`src/design/sos_pkg.sv`:
```
// package: codes, register map and constants of the status selector
package sos_pkg;
  localparam int NTERM = 3;
  localparam int CODE_W = 9;
  localparam int FN_W = 8;
  localparam int INV_BIT = 8;
  // function codes, low two digits of the selection
  localparam logic [FN_W-1:0] FN_BB_NO = 8'h08;
  localparam logic [FN_W-1:0] FN_THRU = 8'h0f;
  localparam logic [FN_W-1:0] FN_DOWN = 8'h1a;
  localparam logic [FN_W-1:0] FN_BB_NC = 8'h1b;
  localparam logic [FN_W-1:0] FN_RST_OK = 8'h1e;
  localparam logic [FN_W-1:0] FN_OVL = 8'h1f;
  localparam logic [FN_W-1:0] FN_HOT = 8'h20;
  localparam logic [FN_W-1:0] FN_MAINT = 8'h2f;
  localparam logic [FN_W-1:0] FN_TRQ = 8'h30;
  localparam logic [FN_W-1:0] FN_FOUT = 8'h37;
  localparam logic [FN_W-1:0] FN_BRAKE = 8'h50;
  localparam logic [FN_W-1:0] FN_CONT = 8'h51;
  localparam logic [FN_W-1:0] FN_LL_DIR = 8'h54;
  localparam logic [FN_W-1:0] FN_LL_DONE = 8'h55;
  localparam logic [FN_W-1:0] FN_SAFE = 8'h58;
  localparam logic [CODE_W-1:0] SEL_RST = 9'h00f;
  // condition vector indices
  localparam int C_DOWN = 0;
  localparam int C_BB = 1;
  localparam int C_RST_OK = 2;
  localparam int C_OVL = 3;
  localparam int C_HOT = 4;
  localparam int C_MAINT = 5;
  localparam int C_TRQ = 6;
  localparam int C_FOUT = 7;
  localparam int C_BRAKE = 8;
  localparam int C_CONT = 9;
  localparam int C_LL_UP = 10;
  localparam int C_LL_DONE = 11;
  localparam int C_SAFE = 12;
  localparam int NCOND = 13;
  // register byte offsets; selection n sits at A_SEL0 + 4*n
  localparam logic [7:0] A_SEL0 = 8'h00;
  localparam logic [7:0] A_THRU = 8'h0c;
  localparam logic [7:0] A_TERM = 8'h10;
  localparam logic [7:0] A_STATUS = 8'h14;
  localparam logic [7:0] A_IRQ_STAT = 8'h18;
  localparam logic [7:0] A_IRQ_MASK = 8'h1c;
  localparam logic [7:0] A_CTRL = 8'h20;
  localparam logic [7:0] A_OVL_TRIP = 8'h24;
  localparam logic [7:0] A_HOT_LEVEL = 8'h28;
  localparam logic [7:0] A_RETRY = 8'h2c;
  // control register fields
  localparam int CTRL_MODE_LSB = 0;
  localparam int CTRL_LIMIT_LSB = 4;
  localparam int CTRL_CLR_BIT = 8;
  localparam logic [3:0] LIMIT_RST = 4'h3;
  localparam logic [15:0] OVL_TRIP_RST = 16'h1000;
  localparam logic [7:0] HOT_LEVEL_RST = 8'h5a;
  // overload alarm at nine tenths of the trip level
  localparam logic [3:0] OVL_NUM = 4'h9;
  localparam logic [3:0] OVL_DEN = 4'ha;
  // interrupt status bits
  localparam int I_EXH = 0;
  localparam int I_OVL = 1;
  localparam int I_HOT = 2;
  localparam int I_MAINT = 3;
  localparam int I_SAFE_OPEN = 4;
  localparam int I_TERM_CHG = 5;
  localparam int NIRQ = 6;
  typedef enum logic [1:0] {
    MODE_VF,
    MODE_OL_VECTOR,
    MODE_CL_VECTOR,
    MODE_CL_VECTOR_PM
  } sos_mode_type;
  typedef enum logic [1:0] {
    ARS_IDLE,
    ARS_FAULT,
    ARS_TRIED,
    ARS_EXHAUSTED
  } sos_ars_type;
endpackage : sos_pkg

```
`src/design/sos_term_mux.sv`:
```
// module: contact selection for one output terminal
`timescale 1ns/100ps
`default_nettype none
module sos_term_mux
  import sos_pkg::*;
(
  input wire logic [CODE_W-1:0] sel_i,
  input wire logic [NCOND-1:0] cond_i,
  input wire logic thru_i,
  output logic contact_o
);
  logic [FN_W-1:0] fn;
  logic inv;
  logic raw;
  logic valid;

  assign fn = sel_i[FN_W-1:0];
  assign inv = sel_i[INV_BIT];

  always_comb
  begin
    raw = 1'b0;
    valid = 1'b1;
    unique case (fn)
      FN_BB_NO: raw = cond_i[C_BB];
      FN_DOWN: raw = cond_i[C_DOWN];
      FN_BB_NC: raw = !cond_i[C_BB];
      FN_RST_OK: raw = cond_i[C_RST_OK];
      FN_OVL: raw = cond_i[C_OVL];
      FN_HOT: raw = cond_i[C_HOT];
      FN_MAINT: raw = cond_i[C_MAINT];
      FN_TRQ: raw = cond_i[C_TRQ];
      FN_FOUT: raw = cond_i[C_FOUT];
      FN_BRAKE: raw = cond_i[C_BRAKE];
      FN_CONT: raw = cond_i[C_CONT];
      FN_LL_DIR: raw = cond_i[C_LL_UP];
      FN_LL_DONE: raw = cond_i[C_LL_DONE];
      FN_SAFE: raw = cond_i[C_SAFE];
      FN_THRU: raw = thru_i;
      default: valid = 1'b0;
    endcase
  end

  always_comb
  begin
    if (!valid)
      contact_o = 1'b0;
    else if (fn == FN_THRU)
      contact_o = inv ? 1'b0 : raw;
    else
      contact_o = raw ^ inv;
  end
endmodule : sos_term_mux
`default_nettype wire

```
`src/design/sos_status_selector.sv`:
```
// module: multi-function status output selector with wishbone registers
//
// Behaviour
// code 1A: contact closed while driving down, else open
// code 1B: contact open during baseblock, closed otherwise
// code 1E: contact closed after fault cleared by an automatic reset
// attempts exhausted: raise a fault and open the 1E contact
// code 1F: closed when overload estimate exceeds 90% of trip level
// code 20: closed when heatsink reaches the overheat alarm level
// code 2F: closed when fan, capacitors or precharge relay need service
// code 30: closed at torque limit, only in the vector modes
// code 37: closed while outputting frequency; open stopped or braking
// code 50: closed requests brake release, open requests brake apply
// code 51: closed requests output contactor closure
// code 54: light-load direction, closed up, open down
// code 55: open during light-load search, closed when complete
// code 58: closed when both safe-disable inputs are closed
// codes 100 to 158: same functions with the contact inverted, except 10F, which holds the contact open
// through code: no internal drive, contact set over the bus
// code 8: closed during baseblock, open otherwise
// contacts are registered and follow selections next cycle
// undefined codes hold the contact open
//
// Local design decisions: register access over Wishbone and the placing of the registers.
`timescale 1ns/100ps
`default_nettype none
module sos_status_selector
  import sos_pkg::*;
(
  input wire logic clk_i,
  input wire logic rst_i,
  input wire logic wb_cyc_i,
  input wire logic wb_stb_i,
  input wire logic wb_we_i,
  input wire logic [7:0] wb_adr_i,
  input wire logic [3:0] wb_sel_i,
  input wire logic [31:0] wb_dat_i,
  output logic wb_ack_o,
  output logic [31:0] wb_dat_o,
  input wire logic run_down_i,
  input wire logic running_i,
  input wire logic baseblock_i,
  input wire logic dc_inject_i,
  input wire logic short_brake_i,
  input wire logic fault_i,
  input wire logic reset_attempt_i,
  input wire logic [15:0] motor_overload_estimate_i,
  input wire logic [7:0] heatsink_temp_i,
  input wire logic maint_fan_i,
  input wire logic maint_cap_i,
  input wire logic maint_relay_i,
  input wire logic torque_limit_i,
  input wire logic brake_release_i,
  input wire logic contactor_close_i,
  input wire logic light_load_up_i,
  input wire logic light_load_busy_i,
  input wire logic [1:0] safe_disable_inputs_i,
  output logic [NTERM-1:0] term_o,
  output logic retry_fault_o,
  output logic irq_o
);
  logic [CODE_W-1:0] sel_q [NTERM];
  logic [NTERM-1:0] thru_q, term_q, term_d;
  logic [NIRQ-1:0] irq_stat_q, irq_mask_q, irq_evt;
  logic irq_q, clr_q, exh_q, fault_prev_q, fault_rise;
  logic ack_q, req, wr, vector_mode;
  sos_mode_type mode_q;
  sos_ars_type ars_q;
  logic [3:0] limit_q, cnt_q;
  logic [15:0] ovl_trip_q;
  logic [7:0] hot_level_q;
  logic [1:0] safe_m_q, safe_q;
  logic [NCOND-1:0] cond, cond_prev_q;
  logic [31:0] dat_q;
  logic [19:0] ovl_lhs, ovl_rhs;

  function automatic logic [31:0] merge(input logic [31:0] old,
                                        input logic [31:0] nw,
                                        input logic [3:0] be);
    logic [31:0] r;
    r = old;
    for (int b = 0; b < 4; b++)
      if (be[b])
        r[b*8 +: 8] = nw[b*8 +: 8];
    return r;
  endfunction : merge

  function automatic logic is_sel(input logic [7:0] adr, input int n);
    return adr == A_SEL0 + 8'(4 * n);
  endfunction : is_sel

  // bus: single-cycle ack one edge after the request is taken
  assign req = wb_cyc_i && wb_stb_i && !ack_q;
  assign wr = req && wb_we_i;

  // safe-disable pins are asynchronous
  always_ff @(posedge clk_i)
  begin
    if (rst_i)
      {safe_q, safe_m_q} <= '0;
    else
      {safe_q, safe_m_q} <= {safe_m_q, safe_disable_inputs_i};
  end

  assign ovl_lhs = 20'(motor_overload_estimate_i) * 20'(OVL_DEN);
  assign ovl_rhs = 20'(ovl_trip_q) * 20'(OVL_NUM);
  assign vector_mode = mode_q != MODE_VF;
  assign fault_rise = fault_i && !fault_prev_q;

  always_comb
  begin
    cond = '0;
    cond[C_DOWN] = running_i && run_down_i;
    cond[C_BB] = baseblock_i;
    cond[C_RST_OK] = ars_q == ARS_TRIED && !fault_i;
    cond[C_OVL] = ovl_lhs > ovl_rhs;
    cond[C_HOT] = heatsink_temp_i >= hot_level_q;
    cond[C_MAINT] = maint_fan_i || maint_cap_i || maint_relay_i;
    cond[C_TRQ] = torque_limit_i && vector_mode;
    cond[C_FOUT] = running_i && !baseblock_i && !dc_inject_i
                   && !short_brake_i;
    cond[C_BRAKE] = brake_release_i;
    cond[C_CONT] = contactor_close_i;
    cond[C_LL_UP] = light_load_up_i;
    cond[C_LL_DONE] = !light_load_busy_i;
    cond[C_SAFE] = safe_q == 2'h3;
  end

  for (genvar t = 0; t < NTERM; t++)
  begin : g_term
    sos_term_mux u_mux (
      .sel_i(sel_q[t]),
      .cond_i(cond),
      .thru_i(thru_q[t]),
      .contact_o(term_d[t])
    );
  end

  always_ff @(posedge clk_i)
  begin
    if (rst_i)
      term_q <= '0;
    else
      term_q <= term_d;
  end

  // automatic fault reset tracking
  always_ff @(posedge clk_i)
  begin
    if (rst_i)
    begin
      ars_q <= ARS_IDLE;
      cnt_q <= 4'h0;
      exh_q <= 1'b0;
      fault_prev_q <= 1'b0;
    end
    else
    begin
      fault_prev_q <= fault_i;
      if (clr_q)
      begin
        ars_q <= ARS_IDLE;
        cnt_q <= 4'h0;
        exh_q <= 1'b0;
      end
      else if (irq_evt[I_EXH])
      begin
        ars_q <= ARS_EXHAUSTED;
        exh_q <= 1'b1;
      end
      else
      begin
        unique case (ars_q)
          ARS_IDLE:
            if (fault_rise)
              ars_q <= ARS_FAULT;
          ARS_FAULT:
            if (reset_attempt_i)
            begin
              ars_q <= ARS_TRIED;
              cnt_q <= cnt_q + 4'h1;
            end
          ARS_TRIED:
            if (fault_rise)
              ars_q <= ARS_FAULT;
          ARS_EXHAUSTED:
            ars_q <= ARS_EXHAUSTED;
        endcase
      end
    end
  end

  // interrupt events: edges of selected conditions, any contact change, and retry exhaustion
  always_ff @(posedge clk_i)
  begin
    if (rst_i)
      cond_prev_q <= '0;
    else
      cond_prev_q <= cond;
  end

  always_comb
  begin
    irq_evt = '0;
    irq_evt[I_EXH] = (ars_q != ARS_EXHAUSTED) && (ars_q != ARS_IDLE)
                     && cnt_q >= limit_q && !clr_q
                     && (ars_q == ARS_FAULT || fault_rise);
    irq_evt[I_OVL] = cond[C_OVL] && !cond_prev_q[C_OVL];
    irq_evt[I_HOT] = cond[C_HOT] && !cond_prev_q[C_HOT];
    irq_evt[I_MAINT] = cond[C_MAINT] && !cond_prev_q[C_MAINT];
    irq_evt[I_SAFE_OPEN] = !cond[C_SAFE] && cond_prev_q[C_SAFE];
    irq_evt[I_TERM_CHG] = term_d != term_q;
  end

  // set wins over a write-one clear in the same cycle
  always_ff @(posedge clk_i)
  begin
    if (rst_i)
      irq_stat_q <= '0;
    else if (wr && wb_adr_i == A_IRQ_STAT && wb_sel_i[0])
      irq_stat_q <= (irq_stat_q & ~wb_dat_i[NIRQ-1:0]) | irq_evt;
    else
      irq_stat_q <= irq_stat_q | irq_evt;
  end

  always_ff @(posedge clk_i)
  begin
    if (rst_i)
      irq_q <= 1'b0;
    else
      irq_q <= |(irq_stat_q & irq_mask_q);
  end

  // register writes
  always_ff @(posedge clk_i)
  begin
    if (rst_i)
    begin
      for (int t = 0; t < NTERM; t++)
        sel_q[t] <= SEL_RST;
      thru_q <= '0;
      irq_mask_q <= '0;
      mode_q <= MODE_VF;
      limit_q <= LIMIT_RST;
      ovl_trip_q <= OVL_TRIP_RST;
      hot_level_q <= HOT_LEVEL_RST;
      clr_q <= 1'b0;
    end
    else
    begin
      clr_q <= 1'b0;
      if (wr)
      begin
        for (int t = 0; t < NTERM; t++)
          if (is_sel(wb_adr_i, t))
            sel_q[t] <= CODE_W'(merge(32'(sel_q[t]), wb_dat_i, wb_sel_i));
        if (wb_adr_i == A_THRU)
          thru_q <= NTERM'(merge(32'(thru_q), wb_dat_i, wb_sel_i));
        if (wb_adr_i == A_IRQ_MASK)
          irq_mask_q <= NIRQ'(merge(32'(irq_mask_q), wb_dat_i, wb_sel_i));
        if (wb_adr_i == A_CTRL && wb_sel_i[0])
        begin
          mode_q <= sos_mode_type'(wb_dat_i[CTRL_MODE_LSB +: 2]);
          limit_q <= wb_dat_i[CTRL_LIMIT_LSB +: 4];
        end
        if (wb_adr_i == A_CTRL && wb_sel_i[1])
          clr_q <= wb_dat_i[CTRL_CLR_BIT];
        if (wb_adr_i == A_OVL_TRIP)
          ovl_trip_q <= 16'(merge(32'(ovl_trip_q), wb_dat_i, wb_sel_i));
        if (wb_adr_i == A_HOT_LEVEL && wb_sel_i[0])
          hot_level_q <= wb_dat_i[7:0];
      end
    end
  end

  // register reads, unmapped reads return zero
  always_ff @(posedge clk_i)
  begin
    if (rst_i)
    begin
      ack_q <= 1'b0;
      dat_q <= '0;
    end
    else
    begin
      ack_q <= req;
      dat_q <= '0;
      if (req && !wb_we_i)
      begin
        for (int t = 0; t < NTERM; t++)
          if (is_sel(wb_adr_i, t))
            dat_q <= 32'(sel_q[t]);
        unique case (wb_adr_i)
          A_THRU: dat_q <= 32'(thru_q);
          A_TERM: dat_q <= 32'(term_q);
          A_STATUS: dat_q <= 32'(cond);
          A_IRQ_STAT: dat_q <= 32'(irq_stat_q);
          A_IRQ_MASK: dat_q <= 32'(irq_mask_q);
          A_CTRL: dat_q <= {24'h0, limit_q, 2'h0, mode_q};
          A_OVL_TRIP: dat_q <= 32'(ovl_trip_q);
          A_HOT_LEVEL: dat_q <= 32'(hot_level_q);
          A_RETRY: dat_q <= {25'h0, exh_q, ars_q, cnt_q};
          default: ;
        endcase
      end
    end
  end

  always_ff @(posedge clk_i)
  begin
    if (rst_i)
      retry_fault_o <= 1'b0;
    else
      retry_fault_o <= exh_q;
  end

  assign term_o = term_q;
  assign irq_o = irq_q;
  assign wb_ack_o = ack_q;
  assign wb_dat_o = dat_q;
endmodule : sos_status_selector
`default_nettype wire

```
`config.mk`:
```
export PLATFORM = sky130hd
export DESIGN_NAME = sos_status_selector
export DESIGN_NICKNAME = d
export VERILOG_FILES = /design/src/design/sos_pkg.sv /design/src/design/sos_term_mux.sv /design/src/design/sos_status_selector.sv
export SDC_FILE = /design/constraint.sdc
export NUM_CORES = 1
export LEC_CHECK = 0
export ABC_AREA = 1
export BUFFER_PORTS_ARGS = -buffer_cell sky130_fd_sc_hd__buf_2
export CORE_MARGIN = 5
export CORE_UTILIZATION = 29
export CTS_CLUSTER_SIZE = 12
export DETAILED_ROUTE_END_ITERATION = 10
export HOLD_SLACK_MARGIN = 0.05
export MAX_ROUTING_LAYER = met4
export RECOVER_POWER = 50
export SLEW_MARGIN = 0
export SYNTH_ARGS = -nofsm -noshare
export SYNTH_HDL_FRONTEND = slang
export SYNTH_SLANG_ARGS = --single-unit
```
`constraint.sdc`:
```
create_clock -name clk_i -period 11 [get_ports clk_i]
set_clock_uncertainty 0.1 [all_clocks]
set_input_delay 1.1 -clock clk_i [delete_from_list [all_inputs] [get_ports clk_i]]
set_output_delay 1.1 -clock clk_i [all_outputs]
set_load 0.01 [all_outputs]
```
==> metrics.txt <==
outcome complete, no violations; antenna violations before repair 3; Final setup violation count 0; post_cts resized 0; source of the worst hold timing path safe_m_q[0]; Worst Hold Class flop to flop; gpl congestion roughly 0.9; Pre-antenna DRT Iters 6; IO Pins 128; Post-Syn Instances roughly 1100; CP Class input port to flop; reg2reg start ovl_trip_q[4]; Buf/Inv on CP 5; All-Layer GR Usage 16.4%; Vias 7881; setup TNS 0 ps; Hold Vio Cnt, Final 0; XOR/XNOR Fraction of Synth Area 3.01%; Die ar. 31600 um^2; RSZ-0062 raised after global routing false; routed length per placed instance between 15 and 20 um; TritonCTS Sinks 111; H-tree Lvls 3; gr ovfl total 0; post-synthesis mux area share 0%; Max stage delay on crit path 470 ps; Core Area 27800 um^2; count of state elements after synthesis ~110; Post-CTS Setup Bufs 0; total CTS buffers 9; CP Data Required Time 11090 ps; worst vdd ir 98.7 uV; main flop type after synthesis dfxtp_1; leak pwr 4.39 nW; Avg Cell Area, Syn approximately 7 um^2; fin crit period 5770 ps; Final Core Density 33.4%; Simple-Gate Fraction of Synth Area 24.2%; pwr/cell area 107 nW/um^2; WHS Path Cells 2; compound-gate portion of the synthesized area 17.4%; vias in the first global route about 7400; final cycle utilization of the critical path 52.5%; asr flop ratio synth 0%; Via-to-Cell Ratio 4.86; FP Rows 61; detailed-route DRC error count 0; largest net degree at the start of global routing 46; Worst-Margin Slew ~1300 ps; critical path launch point type input port; Slew HR 16.1%; Critical Path Sink Type flop; sequential fraction of the synthesis area between 30% and 40%; CTS tree built; Die Y around 180 um; synth warn 0; Worst EP arrival 5860 ps; Die Wd 178 um; Detailed Route Iter0 Violations 682; share of cells above drive strength 1 8.80%; Peak Freq 0.173 GHz; CP dominant cell by count nand2_1; adder-cell share of the synthesized area 14.8%; Skew-Pair Late Insertion Delay around 360 ps; Slew Viols, Final 0; Register-to-Register Path Depth 26; Hold Path End safe_q[0]; Max FO, Critical Path 4; Layout area overhead 13.7%; Initial Util 29.4%; delay-heaviest family, CP simple AND/OR/NAND/NOR gates; first-pass GRT wire length between 30000 and 40000 um; Root Driver clkbuf_16; reg2reg end irq_stat_q[5]; # port buffers 93; clk buf depth 2; max_cap viols 0; distinct cell type count after synthesis 48; fill count 3057; Total Routed Length between 20000 and 30000 um; number of synthesized flops with an enable pin 27; Final ANT Viol Nets 0; post-DP HPWL ~21000 um; nets 1419; FF-to-FF setup slack about 5500 ps; slowest CP cell o21ai_0; clock slew at reported path FFs 80 ps; hold_buf cts 0; main combinational cell family by area after synthesis simple AND/OR/NAND/NOR gates; post-layout total power 0.993 mW; Post-Syn Area 8160 um^2
==> layer usage <==
layer	GRT usage (%)	share of wire (%)
met5	-	0
met4	3.64	1.7
met3	2.73	6.2
met2	25.8	45
met1	22.4	47
==> worst max-delay path by stage <==
stage                                            start             to  slack (ps)  cells after the start
final                     motor_overload_estimate_i[1]  irq_stat_q[5]        5230                     29
after global routing      motor_overload_estimate_i[1]  irq_stat_q[5]        4740                     29
after CTS                 motor_overload_estimate_i[1]  irq_stat_q[5]        5220                     29
after detailed placement  motor_overload_estimate_i[1]  irq_stat_q[5]        4850                     29
after global placement    motor_overload_estimate_i[1]  irq_stat_q[5]        4890                     29
after floorplan           motor_overload_estimate_i[1]  irq_stat_q[5]        6040                     28
==> final cells by class <==
type	instances	area, um^2	share of cell area, %
tap	378	473	5.10
antenna	3	7.51	0.0810
clock inverter	6	85.1	0.918
sequential	111	2490	26.9
clock buffer	10	239	2.58
multi-input combinational	851	4900	52.8
timing repair buffer	95	452	4.87
inverter	166	623	6.72
==> synth_stat cells, drive strengths merged, types with 19 or more instances <==
cell    count  share of area [%]
inv       166                7.6
xor2       19                2.0
dfxtp      84                 21
nand3      55                3.4
nand2     215                 10
nor2      151                7.2
a21oi      92                5.8
o21ai      84                5.2
nor3       23                1.9
buf        23                2.1
ha         93                 14
edfxtp     27                9.9
==> flip-flops by register name, indices dropped and copies added, names as in the netlist, 2 cells and up <==
| name | count |
|---|---|
| ars_q | 2 |
| cnt_q | 4 |
| cond_prev_q | 4 |
| hot_level_q | 8 |
| irq_mask_q | 6 |
| irq_stat_q | 6 |
| limit_q | 4 |
| mode_q | 2 |
| ovl_trip_q | 16 |
| safe_m_q | 2 |
| safe_q | 2 |
| sel_q | 27 |
| term_o | 3 |
| thru_q | 3 |
| wb_dat_o | 16 |
==> metrics by stage <==
stage	hold WS [ps]	cell area (um^2)	setup WS, ps	instances
global placement	303	8980	4890	1601
detailed placement	299	8980	4850	1601
global route	336	9270	4740	1620
finish	308	9270	5230	1620
CTS	310	9310	5220	1617
floorplan	288	8210	6040	1157
==> cells in the final DEF, fill, tap and decap left out, drive strengths merged, types with 19 or more instances in the layout <==
| master | Yosys | routed |
|---|---|---|
| clkbuf | 6 | 33 |
| xor2 | 19 | 19 |
| nor3 | 23 | 23 |
| inv | 166 | 169 |
| nor2 | 151 | 151 |
| edfxtp | 27 | 27 |
| nand3 | 55 | 55 |
| a21oi | 92 | 92 |
| nand2 | 215 | 215 |
| ha | 93 | 93 |
| o21ai | 84 | 84 |
| dfxtp | 84 | 84 |
| buf | 23 | 72 |
==> kinds of logic after synthesis <==
| logic type | after synthesis |
|---|---|
| XOR/XNOR | 28 |
| AND/OR/NAND/NOR | 467 |
| AO/OA/AOI/OAI | 245 |
| adder cells (fa/ha/maj) | 95 |
| other | 1 |
| buffers and inverters | 195 |
| flip-flops | 111 |
==> power breakdown <==
group          internal, mW  switching (mW)
Clock                 0.189           0.166
Sequential            0.430          0.0122
Combinational        0.0732           0.123
Total                 0.692           0.301
==> worst register-to-register path: stages, from the launching register on <==
cell and delay, ps:
dfxtp_1 410, ha_1 260, ha_1 220, fa_1 410, nand3_1 90, nand3_1 110
a21oi_1 360, o21ai_0 230, nor2_1 130, o21ai_0 110, xnor2_1 150, ha_1 270
nand4_1 120, nor2_1 200, nand3_1 130, or3_1 320, nand2_1 180, inv_1 190
nand3_1 110, nand2_1 60, ha_1 260, o21ai_0 470, nand2_1 140, nand2_1 80
nand2_1 50, nor2_1 80, a21oi_1 60
(Power assumes the default switching activity.)
